===== src/design/boot_fmt_cfg.svh =====
`ifndef BOOT_FMT_CFG_SVH
`define BOOT_FMT_CFG_SVH

// ==================================================
// Clock and timing
`define CLK_HZ        100000000
`define BAUD_RATE     115200
`define CMD_TIMEOUT_S 5
`define BREAK_MIN_US  100
`define US_PER_S      1000000

// ==================================================
// Acknowledgment
`define ACK_BYTE0 8'h00
`define ACK_BYTE1 8'hCC
`define ACK_LEN   2'h2
`define ACK_GAP_BITS  11
`define ACK_GAP_SLACK 4

// ==================================================
// Format string layout
`define FMT_LEN   13
`define POS_B1    1
`define POS_CAP   2
`define POS_B3    3
`define POS_B7    7
`define POS_SIZE  10
`define FMT_B1    8'h17
`define FMT_B3    8'h28
`define FMT_B7    8'h02
`define FMT_FILL  8'h00

// ==================================================
// Capacity codes and their size bytes
`define CAP_0M5   8'hAC
`define CAP_4M    8'h30
`define CAP_8M    8'h34
`define CAP_16M   8'h3C
`define SIZE_0M5  8'h00
`define SIZE_4M   8'h04
`define SIZE_8M   8'h08
`define SIZE_16M  8'h10

// ==================================================
// Serial framing
`define UART_FRAME_BITS 4'h9
`define UART_STOP_LVL   1'b1

`endif


===== src/design/boot_fmt_pkg.sv =====
package boot_fmt_pkg;

	// ==================================================
	// Types
	typedef enum logic [2:0] {
		ST_SENSE    = 3'b000,
		ST_ACK_OPEN = 3'b001,
		ST_WAIT_CMD = 3'b011,
		ST_FORMAT   = 3'b010,
		ST_ACK_DONE = 3'b110,
		ST_NORMAL   = 3'b100
	} boot_state_t;

	typedef struct packed {
		logic       vld;
		logic [7:0] data;
	} rx_byte_t;

	typedef struct packed {
		logic       start;
		logic [7:0] data;
	} tx_req_t;

endpackage : boot_fmt_pkg


===== src/design/uart_byte_tx.sv =====
`include "boot_fmt_cfg.svh"

module uart_byte_tx #(
	parameter int CLKS_PER_BIT = `CLK_HZ / `BAUD_RATE
) (
	input  wire logic                  clk,
	input  wire logic                  srst,
	input  wire boot_fmt_pkg::tx_req_t req,
	output logic                       busy,
	output logic                       txd
);
	import boot_fmt_pkg::*;

	localparam int CW = $clog2(CLKS_PER_BIT + 1);

	logic [CW-1:0] baud_r;
	logic [3:0]    bit_r;
	logic [9:0]    sh_r;

	// ==================================================
	// Frame shifter: start bit, eight data bits LSB first, stop bit.
	always_ff @(posedge clk) begin
		if (srst) begin
			busy   <= 1'b0;
			txd    <= 1'b1;
			baud_r <= '0;
			bit_r  <= '0;
			sh_r   <= '1;
		end else if (!busy) begin
			if (req.start) begin
				busy   <= 1'b1;
				sh_r   <= {`UART_STOP_LVL, req.data, 1'b0};
				txd    <= 1'b0;
				baud_r <= CW'(CLKS_PER_BIT - 1);
				bit_r  <= '0;
			end
		end else if (baud_r != '0) begin
			baud_r <= baud_r - 1'b1;
		end else if (bit_r == `UART_FRAME_BITS) begin
			busy <= 1'b0;
			txd  <= 1'b1;
		end else begin
			sh_r   <= {1'b1, sh_r[9:1]};
			txd    <= sh_r[1];
			bit_r  <= bit_r + 1'b1;
			baud_r <= CW'(CLKS_PER_BIT - 1);
		end
	end

endmodule : uart_byte_tx


===== src/design/uart_boot_format_handler.sv =====
`include "boot_fmt_cfg.svh"

// Behaviour
// [RULE1] Sustained break at reset enters command mode.
// [RULE2] Host holds receive line spacing through reset.
// [RULE3] Any reset, cold or warm, senses break.
// [RULE4] Entering command mode sends 0x00 then 0xCC.
// [RULE5] No format within five seconds: boot normally.
// [RULE6] Host releases break, flushes, then sends.
// [RULE7] Host sends string matching flash capacity.
// [RULE8] Format finished: send 0x00 then 0xCC again.
// [RULE9] Formatting reachable only through this boot sequence.
// [RULE10] Fixed-baud framed bytes; unknown strings silently ignored.
module uart_boot_format_handler #(
	parameter int CLKS_PER_BIT   = `CLK_HZ / `BAUD_RATE,
	parameter int BREAK_CYCLES   = `BREAK_MIN_US * (`CLK_HZ / `US_PER_S),
	parameter int TIMEOUT_CYCLES = `CMD_TIMEOUT_S * `CLK_HZ
) (
	input  wire logic       clk,
	input  wire logic       srst,
	input  wire logic       rxd,
	input  wire logic       fmt_done,
	output logic            txd,
	output logic            cmd_mode,
	output logic            fmt_req,
	output logic [7:0]      fmt_size,
	output logic            init_normal
);
	import boot_fmt_pkg::*;

	localparam int BW  = $clog2(BREAK_CYCLES + 1);
	localparam int TW  = $clog2(TIMEOUT_CYCLES + 1);
	localparam int CW  = $clog2(CLKS_PER_BIT + 1);
	localparam int FIW = $clog2(`FMT_LEN + 1);
	localparam int GAP_MAX = `ACK_GAP_BITS * CLKS_PER_BIT + `ACK_GAP_SLACK;
	localparam int GW  = $clog2(GAP_MAX + 1);

	boot_state_t   state_r;
	boot_state_t   state_nxt;
	logic [BW-1:0] brk_cnt_r;
	logic [TW-1:0] tmo_cnt_r;
	logic          released_r;
	tx_req_t       tx_req_r;
	logic          tx_busy;
	logic [1:0]    ack_cnt_r;
	logic [GW-1:0] ack_gap_r;
	logic          ack_fin;
	logic          break_seen;
	logic          tmo_end;
	logic          rx_on_r;
	logic [CW-1:0] rx_cnt_r;
	logic [3:0]    rx_bit_r;
	logic [7:0]    rx_sh_r;
	rx_byte_t      rx_out_r;
	logic [FIW-1:0] fmt_idx_r;
	logic [7:0]    size_exp_r;
	logic          byte_ok;
	logic [7:0]    cap_size;
	logic          fmt_hit;

	// ==================================================
	// Break sensing after every reset release.
	assign break_seen = (brk_cnt_r == BW'(BREAK_CYCLES - 1)) && !rxd;
	assign tmo_end    = (tmo_cnt_r == TW'(TIMEOUT_CYCLES - 1));
	assign ack_fin    = !tx_busy && !tx_req_r.start && (ack_cnt_r == `ACK_LEN);
	assign fmt_hit    = (state_r == ST_WAIT_CMD) && rx_out_r.vld && byte_ok &&
	                    (fmt_idx_r == FIW'(`FMT_LEN - 1));

	always_ff @(posedge clk) begin
		if (srst) begin
			brk_cnt_r <= '0;
		end else if (state_r == ST_SENSE && !rxd && !break_seen) begin
			brk_cnt_r <= brk_cnt_r + 1'b1; // [RULE1]
		end else begin
			brk_cnt_r <= '0;
		end
	end

	// ==================================================
	// Sequencer.
	always_comb begin
		state_nxt = state_r;
		case (state_r)
			ST_SENSE: begin
				if (rxd) begin
					state_nxt = ST_NORMAL;
				end else if (break_seen) begin
					state_nxt = ST_ACK_OPEN; // [RULE1]
				end
			end
			ST_ACK_OPEN: begin
				if (ack_fin) begin
					state_nxt = ST_WAIT_CMD;
				end
			end
			ST_WAIT_CMD: begin
				if (fmt_hit) begin
					state_nxt = ST_FORMAT;
				end else if (tmo_end) begin
					state_nxt = ST_NORMAL; // [RULE5]
				end
			end
			ST_FORMAT: begin
				if (fmt_done) begin
					state_nxt = ST_ACK_DONE; // [RULE8]
				end
			end
			ST_ACK_DONE: begin
				if (ack_fin) begin
					state_nxt = ST_NORMAL;
				end
			end
			ST_NORMAL: state_nxt = ST_NORMAL;
			default:   state_nxt = ST_SENSE;
		endcase
	end

	// A warm reset lands here exactly as power-on does.
	always_ff @(posedge clk) begin
		if (srst) begin
			state_r <= ST_SENSE; // [RULE3]
		end else begin
			state_r <= state_nxt;
		end
	end

	always_ff @(posedge clk) begin
		if (srst) begin
			cmd_mode    <= 1'b0;
			fmt_req     <= 1'b0;
			init_normal <= 1'b0;
		end else begin
			cmd_mode    <= state_nxt inside {ST_ACK_OPEN, ST_WAIT_CMD, ST_FORMAT, ST_ACK_DONE};
			fmt_req     <= (state_nxt == ST_FORMAT); // [RULE9]
			init_normal <= (state_nxt == ST_NORMAL);
		end
	end

	// ==================================================
	// Acknowledgment pair.
	always_ff @(posedge clk) begin
		if (srst) begin
			tx_req_r  <= '0;
			ack_cnt_r <= '0;
			ack_gap_r <= '0;
		end else begin
			tx_req_r.start <= 1'b0;
			ack_gap_r      <= (ack_cnt_r == `ACK_LEN - 2'h1) ? ack_gap_r + 1'b1 : '0;
			if (state_nxt != state_r) begin
				ack_cnt_r <= '0;
			end else if ((state_r == ST_ACK_OPEN || state_r == ST_ACK_DONE) &&
			             !tx_busy && !tx_req_r.start && ack_cnt_r != `ACK_LEN) begin
				tx_req_r.start <= 1'b1;
				tx_req_r.data  <= (ack_cnt_r == '0) ? `ACK_BYTE0 : `ACK_BYTE1; // [RULE4] [RULE8]
				ack_cnt_r      <= ack_cnt_r + 1'b1;
			end
		end
	end

	uart_byte_tx #(
		.CLKS_PER_BIT(CLKS_PER_BIT)
	) u_tx (
		.clk (clk),
		.srst(srst),
		.req (tx_req_r),
		.busy(tx_busy),
		.txd (txd)
	);

	// ==================================================
	// Command window timer and break release.
	always_ff @(posedge clk) begin
		if (srst || state_r != ST_WAIT_CMD) begin
			tmo_cnt_r  <= '0;
			released_r <= 1'b0;
		end else begin
			tmo_cnt_r <= tmo_cnt_r + 1'b1; // [RULE5]
			if (rxd) begin
				released_r <= 1'b1;
			end
		end
	end

	// ==================================================
	// Receiver. It stays off until the break is released, so that the
	// held spacing level is never taken for a stream of zero bytes.
	always_ff @(posedge clk) begin
		if (srst) begin
			rx_on_r  <= 1'b0;
			rx_cnt_r <= '0;
			rx_bit_r <= '0;
			rx_sh_r  <= '0;
			rx_out_r <= '0;
		end else begin
			rx_out_r.vld <= 1'b0;
			if (!rx_on_r) begin
				if (state_r == ST_WAIT_CMD && released_r && !rxd) begin
					rx_on_r  <= 1'b1;
					rx_cnt_r <= CW'(CLKS_PER_BIT / 2);
					rx_bit_r <= '0;
				end
			end else if (rx_cnt_r != '0) begin
				rx_cnt_r <= rx_cnt_r - 1'b1;
			end else begin
				rx_cnt_r <= CW'(CLKS_PER_BIT - 1);
				rx_bit_r <= rx_bit_r + 1'b1;
				if (rx_bit_r == '0 && rxd) begin
					rx_on_r <= 1'b0;
				end else if (rx_bit_r == `UART_FRAME_BITS) begin
					rx_on_r       <= 1'b0;
					rx_out_r.vld  <= (rxd == `UART_STOP_LVL); // [RULE10]
					rx_out_r.data <= rx_sh_r;
				end else if (rx_bit_r != '0) begin
					rx_sh_r <= {rxd, rx_sh_r[7:1]};
				end
			end
		end
	end

	// ==================================================
	// Format string matcher.
	always_comb begin
		cap_size = `SIZE_0M5;
		byte_ok  = 1'b1;
		case (rx_out_r.data)
			`CAP_0M5: cap_size = `SIZE_0M5;
			`CAP_4M:  cap_size = `SIZE_4M;
			`CAP_8M:  cap_size = `SIZE_8M;
			`CAP_16M: cap_size = `SIZE_16M;
			default:  byte_ok = (fmt_idx_r != FIW'(`POS_CAP));
		endcase
		case (fmt_idx_r)
			FIW'(`POS_CAP):  byte_ok = byte_ok;
			FIW'(`POS_B1):   byte_ok = (rx_out_r.data == `FMT_B1);
			FIW'(`POS_B3):   byte_ok = (rx_out_r.data == `FMT_B3);
			FIW'(`POS_B7):   byte_ok = (rx_out_r.data == `FMT_B7);
			FIW'(`POS_SIZE): byte_ok = (rx_out_r.data == size_exp_r);
			default:         byte_ok = (rx_out_r.data == `FMT_FILL);
		endcase
	end

	// A wrong byte drops the partial string; the timer keeps running.
	always_ff @(posedge clk) begin
		if (srst) begin
			fmt_idx_r  <= '0;
			size_exp_r <= `SIZE_0M5;
			fmt_size   <= `SIZE_0M5;
		end else if (state_r == ST_WAIT_CMD && rx_out_r.vld) begin
			if (!byte_ok || fmt_hit) begin
				fmt_idx_r <= '0; // [RULE10]
			end else begin
				fmt_idx_r <= fmt_idx_r + 1'b1;
			end
			if (byte_ok && fmt_idx_r == FIW'(`POS_CAP)) begin
				size_exp_r <= cap_size;
			end
			if (fmt_hit) begin
				fmt_size <= size_exp_r;
			end
		end
	end
endmodule : uart_boot_format_handler


===== config.mk =====
export PLATFORM = sky130hd
export DESIGN_NAME = uart_boot_format_handler
export DESIGN_NICKNAME = d
export VERILOG_FILES = /design/src/design/boot_fmt_pkg.sv /design/src/design/uart_byte_tx.sv /design/src/design/uart_boot_format_handler.sv
export VERILOG_INCLUDE_DIRS = /design/src /design/src/design
export SDC_FILE = /design/constraint.sdc
export NUM_CORES = 1
export LEC_CHECK = 0
export ABC_AREA = 1
export BUFFER_PORTS_ARGS = -buffer_cell sky130_fd_sc_hd__buf_2
export CAP_MARGIN = 10
export CORE_ASPECT_RATIO = 0.5
export CORE_MARGIN = 2
export CORE_UTILIZATION = 41
export DETAILED_ROUTE_END_ITERATION = 6
export PLACE_DENSITY = 0.57
export SYNTH_ARGS = -nofsm -noshare
export SYNTH_HDL_FRONTEND = slang
export SYNTH_SLANG_ARGS = --single-unit
export TNS_END_PERCENT = 5

===== constraint.sdc =====
create_clock -name clk -period 2.4 [get_ports clk]
set_clock_uncertainty 0.1 [all_clocks]
set_input_delay 0.36 -clock clk [delete_from_list [all_inputs] [get_ports clk]]
set_output_delay 0.36 -clock clk [all_outputs]
set_load 0.005 [all_outputs]

Word level (Yosys, flattened, before mapping)
Index checks and enable logic that the tools add are counted.
{"block": "word_totals", "register_bits": 139, "word_cells": 166, "out_inout_bits": 12}
{"block": "classes", "reduce_logical": 46, "n_bitwise": 6, "muxes": 45, "eq_ne": 37, "addsub": 8}
{"operator": "10-bit 2-to-1 mux", "n": 11}
{"operator": "8-bit by 6-bit equality test with 1-bit output, second input constant", "n": 4}
{"operator": "4-bit 2-to-1 mux", "n": 8}
{"operator": "29-bit by 1-bit adder with 29-bit output, second input constant", "n": 1}
{"operator": "29-bit equality test, second input constant", "n": 1}
{"operator": "3-bit 2-to-1 mux", "n": 7}
{"operator": "10-bit nonzero test", "n": 2}
{"operator": "10-bit by 1-bit subtractor with 10-bit output, second input constant", "n": 2}
{"operator": "3-bit case mux with 6 select lines", "n": 1}
{"operator": "4-bit equality test, second input constant", "n": 4}
{"operator": "1-bit logical AND", "n": 15}
{"operator": "5-bit case mux with 3 select lines", "n": 1}
{"operator": "14-bit by 1-bit adder with 14-bit output, second input constant", "n": 1}
{"operator": "14-bit equality test, second input constant", "n": 1}
{"operator": "1-bit 2-to-1 mux", "n": 14}
{"operator": "4-bit by 1-bit adder with 4-bit output, second input constant", "n": 3}
{"operator": "3-bit by 2-bit equality test with 1-bit output, second input constant", "n": 4}
{"operator": "3-bit equality test, second input constant", "n": 4}
{"operator": "2-bit AND reduction", "n": 6}
{"operator": "9-bit 2-to-1 mux", "n": 1}
{"operator": "4-bit by 2-bit equality test with 1-bit output, second input constant", "n": 2}
{"operator": "8-bit by 2-bit equality test with 1-bit output, second input constant", "n": 1}
{"operator": "8-bit by 5-bit equality test with 1-bit output, second input constant", "n": 1}
{"operator": "8-bit equality test", "n": 1}
{"operator": "other kinds (28)", "n": 46}

Logic depth before layout (Yosys ltp)
{"block": "depth", "ltp_word": 11, "mapped_depth": 17, "ltp_nobuf": 17}

Modules after synthesis
A second synthesis with hierarchy kept.
{"block": "unflattened", "cells_unflattened": 860, "hier_area_um2": 6170.9}
{"mod": "uart_boot_format_handler", "seq_area_each_um2": 1921.8, "instances": 1, "area_each_um2": 4819.6, "cells_per_inst": 687}
{"mod": "uart_byte_tx", "seq_area_each_um2": 480.5, "instances": 1, "area_each_um2": 1351.3, "cells_per_inst": 173}

Worst setup path after synthesis
No wires, ideal clock.
{"block": "synth_timing", "kind": "register -> register", "start": "reg fmt_idx_r[0]", "end": "reg ack_cnt_r[1]", "stages_incl_launch_ff": 18, "arrival_time_ns": 1.725, "setup_ns": 0.117, "slack_ns": 0.458, "cell_sequence": "dfxtp_1 -> inv_1 -> ha_1 -> nand3_4 -> nand2_4 -> nand2_1 -> nand2_1 -> nand2_1 -> nor2_2 -> nand3_2 -> nand2_4 -> nand3_4 -> nand2_2 -> nand2_1 -> nand2_1 -> nand2_1 -> nand4_1 -> nor2_1"}
{"block": "synth_between", "elab_chain_len": 9}
{"item": "start: declaration", "line": "uart_boot_format_handler.sv:55", "rtl": "logic [FIW-1:0] fmt_idx_r;"}
{"item": "start signal: assignment", "line": "uart_boot_format_handler.sv:252", "rtl": "fmt_idx_r <= fmt_idx_r + 1'b1;"}
{"item": "4-bit by 2-bit != test with 1-bit output", "line": "uart_boot_format_handler.sv:230", "rtl": "default: byte_ok = (fmt_idx_r != FIW'(`POS_CAP));"}
{"item": "1-bit 2-to-1 mux", "line": "uart_boot_format_handler.sv:225", "rtl": "case (rx_out_r.data)"}
{"item": "1-bit case mux with 5 select lines", "line": "uart_boot_format_handler.sv:232", "rtl": "case (fmt_idx_r)"}
{"item": "1-bit logical AND", "line": "uart_boot_format_handler.sv:66", "rtl": "assign fmt_hit = (state_r == ST_WAIT_CMD) && rx_out_r.vld && byte_ok &&"}
{"item": "1-bit logical AND (*)", "line": "uart_boot_format_handler.sv:66"}
{"item": "3-bit 2-to-1 mux (*)", "line": "uart_boot_format_handler.sv:97", "rtl": "if (fmt_hit) begin"}
{"item": "3-bit case mux with 6 select lines (*)", "line": "uart_boot_format_handler.sv:83", "rtl": "case (state_r)"}
{"item": "3-bit != test (*)", "line": "uart_boot_format_handler.sv:149", "rtl": "if (state_nxt != state_r) begin"}
{"item": "2-bit OR reduction (no line) (*)"}
{"item": "end signal: assignment", "line": "uart_boot_format_handler.sv:155", "rtl": "ack_cnt_r <= ack_cnt_r + 1'b1;"}
{"item": "end: declaration", "line": "uart_boot_format_handler.sv:45", "rtl": "logic [1:0] ack_cnt_r;"}
Mark *: on every way between the ends. The rest lies on a longest branch, timed or not.
A chain may end at the register's enable or synchronous reset.

Worst setup path after layout
Ends and elaborated chain as after synthesis.

==> key figures <==
Run status
  • Status: finished clean

Final layout
  • Layout area overhead: 15.35%
  • Ant diodes: 0
  • Final #Nets: 843
  • Layout cells sized above 1: 0.1254

Detailed routing
  • Total vias in the final route: 4944
  • Initial drt markers: 247
  • Post-Route WL: 11940 um
  • DRT antenna net count: 0
  • DRC viols: 0
  • DR WL/cell: 11.60 um
  • Via/cell ratio: 4.805
  • Pre-antenna DRT Iters: 5

Clock tree
  • Worst-Skew Late Latency: 0.41 ns
  • Reg clk slew, reported paths: 0.06 ns
  • CTS Sinks: 120
  • CTS tree: done
  • Post CTS Setup Buffer Count: 0
  • # H-tree levels: 4
  • Num CTS Buffers: 17
  • Post-CTS Hold Fix Bufs: 0
  • Maximum clock path buffer count: 2
  • CTS root buf: clkbuf_16
  • # resized after CTS: 0

Global routing
  • Number of global-route vias before repair: 4713
  • First-pass GRT wire length: 21130 um
  • Congestion Overflow GR: 0
  • Antenna violations before repair: 0
  • GRT Overall Usage: 0.1674
  • Largest net degree at the start of global routing: 25

Yosys
  • Synth cell types: 52
  • Avg Inst Size Synth: 7.372 um2
  • Mapped Cells: 803
  • Register area share after synthesis: 0.4058
  • Yosys reg bits: 120
  • Synthesized area: 0.005919 mm2
  • Synth Flop Type: dfxtp_1
  • Ys Warns: 0
  • EDFF count, synth: 0
  • Asr flop ratio synth: 0

Timing
  • Hold WS: 0.1422 ns
  • Tcrit/Tclk final: 0.8847
  • Final setup viols: 0
  • Final Critical Period: 2.123 ns
  • FMAX: 0.4710 GHz
  • Final hold vios: 0
  • Setup TNS: 0 ns
  • RSZ-0062 raised after global routing: no
  • Max Slew Vio Count: 0

Worst setup path
  • Worst Path Arrival: 2.32 ns
  • Critical path class: reg -> reg
  • Crit-path max FO: 6
  • Setup crit end kind: flip-flop
  • CP Launch Type: flip-flop
  • CP required: 2.60 ns

Pwr
  • Static Leak: 2.581 nW
  • Worst vdd ir: 0.0004904 V
  • Cell Pwr Density: 710.1 mW/mm2

Die
  • Die ar.: 0.01547 mm2
  • Core area: 0.01381 mm2
  • IO Pins: 16
  • Die Height: 88.97 um
  • Starting Density: 0.4285
  • Row Count: 30
  • Die W: 173.9 um

Placed design
  • Gp weighted congestion: 0.8460
  • IO buf count: 10
  • HPWL Detailed: 8698 um

Run
  • Max_cap viols: 0

Min path
  • HP Class: in -> reg
-- worst max-delay path, stage by stage (launching register included) --
cell     delay [ns]
dfxtp_1        0.33
inv_1          0.12
ha_2           0.25
nand3_4        0.12
nand2_4        0.11
nand2_1        0.05
nand2_1        0.05
nand2_1        0.05
nor2_2         0.11
nand3_2        0.10
nand2_4        0.09
nand3_4        0.12
nand2_2        0.09
nand2_1        0.08
nand2_1        0.07
nand2_1        0.04
nand4_1        0.08
nor2_1         0.04
-- cell type report --
type                    count  area [um2]
flip-flops and latches    120        2402
repair buffers             20       125.1
multi-input cells         544        2959
well taps                 192       240.2
clock inverters            13       201.4
inverters                 121       456.7
clock buffers              19       442.9
fillers                  1395        6985
-- synth_stat cells (4+ instances only) --
master    count  area [um2]
a211oi_1      5       37.54
a21oi_1      62       310.3
a31oi_1      12       75.07
buf_2         4       20.02
buf_4         6       45.04
clkbuf_1      8       30.03
dfxtp_1     120        2402
ha_1         15       187.7
inv_1       111       416.7
inv_2         8       30.03
nand2_1     127       476.7
nand2_2       5       31.28
nand2_4       4       45.04
nand3_1      44       220.2
nand3_2       4       40.04
nand4_1      18       112.6
nor2_1       85       319.1
nor2_2        9       56.30
nor2_4        5       56.30
nor3_1       28       140.1
nor3b_1      10       75.07
nor4_1        8       50.05
o21ai_0      45       225.2
or2_2         6       37.54
xnor2_1       4       35.03
xor2_1       13       113.9
-- placed cells by master (no fill, tap or decap), drive strengths merged, types with 12 or more instances in the layout --
cell,instances
inv,120
dfxtp,120
a31oi,12
a21oi,62
clkbuf,19
xor2,13
buf,20
ha,15
nand4,20
nor2,99
nand2,137
o21ai,48
nand3,50
nor3,30
-- path summary, 6_finish.rpt --
check | start | to | slack, ns | cells past startpoint
min reg2reg | brk_cnt_r[0] | brk_cnt_r[0] | 0.35 | 1
max reg2reg | fmt_idx_r[0] | ack_cnt_r[1] | 0.28 | 17
max | fmt_idx_r[0] | ack_cnt_r[1] | 0.28 | 17
min | srst | rx_cnt_r[3] | 0.14 | 2
-- logic make-up after synthesis --
logic type / synth area share
AO/OA/AOI/OAI: 0.1283
AND/OR/NAND/NOR: 0.3107
other: 0.0006335
buffers and inverters: 0.09765
flip-flops: 0.4058
XOR/XNOR: 0.02515
adder cells (fa/ha/maj): 0.03171
-- stage by stage --
stage          total power, mW  std cells  setup slack (ns)  utilization  instance area, um2
6_report                 4.848       1029            0.2767       0.4943                6828
5_1_grt                  5.013       1029          0.007891       0.4943                6828
4_1_cts                  4.903       1029            0.1925       0.4939                6823
3_5_place_dp             2.114        997            0.2074       0.4473                6178
3_3_place_gp             2.113        997            0.2712       0.4473                6178
2_1_floorplan            2.097        807            0.4582            -                5934
-- power by group --
part / switching, mW / total, mW / internal (mW)
sequential: 0.00439 / 2.00 / 2.00
combinational: 0.0477 / 0.0684 / 0.0207
clock: 0.915 / 2.78 / 1.86
total: 0.967 / 4.85 / 3.88
-- flip-flops by register name, indices dropped and copies added, names as in the netlist, 2 cells and up --
register and cells:
state_r 3, u_tx.baud_r 10, rx_bit_r 4, size_exp_r 3
u_tx.sh_r 8, brk_cnt_r 14, rx_sh_r 8, ack_cnt_r 2
rx_cnt_r 10, u_tx.bit_r 4, tmo_cnt_r 29, rx_out_r 9
tx_req_r 2, fmt_size 3, fmt_idx_r 4
-- per-layer routing --
metal,vias up,GRT usage,wire length [um]
li1,2674,-,-
met4,0,0.05577,122
met2,43,0.2695,4918
met5,-,0,0
met1,2213,0.2229,6560
met3,14,0.04337,340
Power figures use the tool's default switching activity.
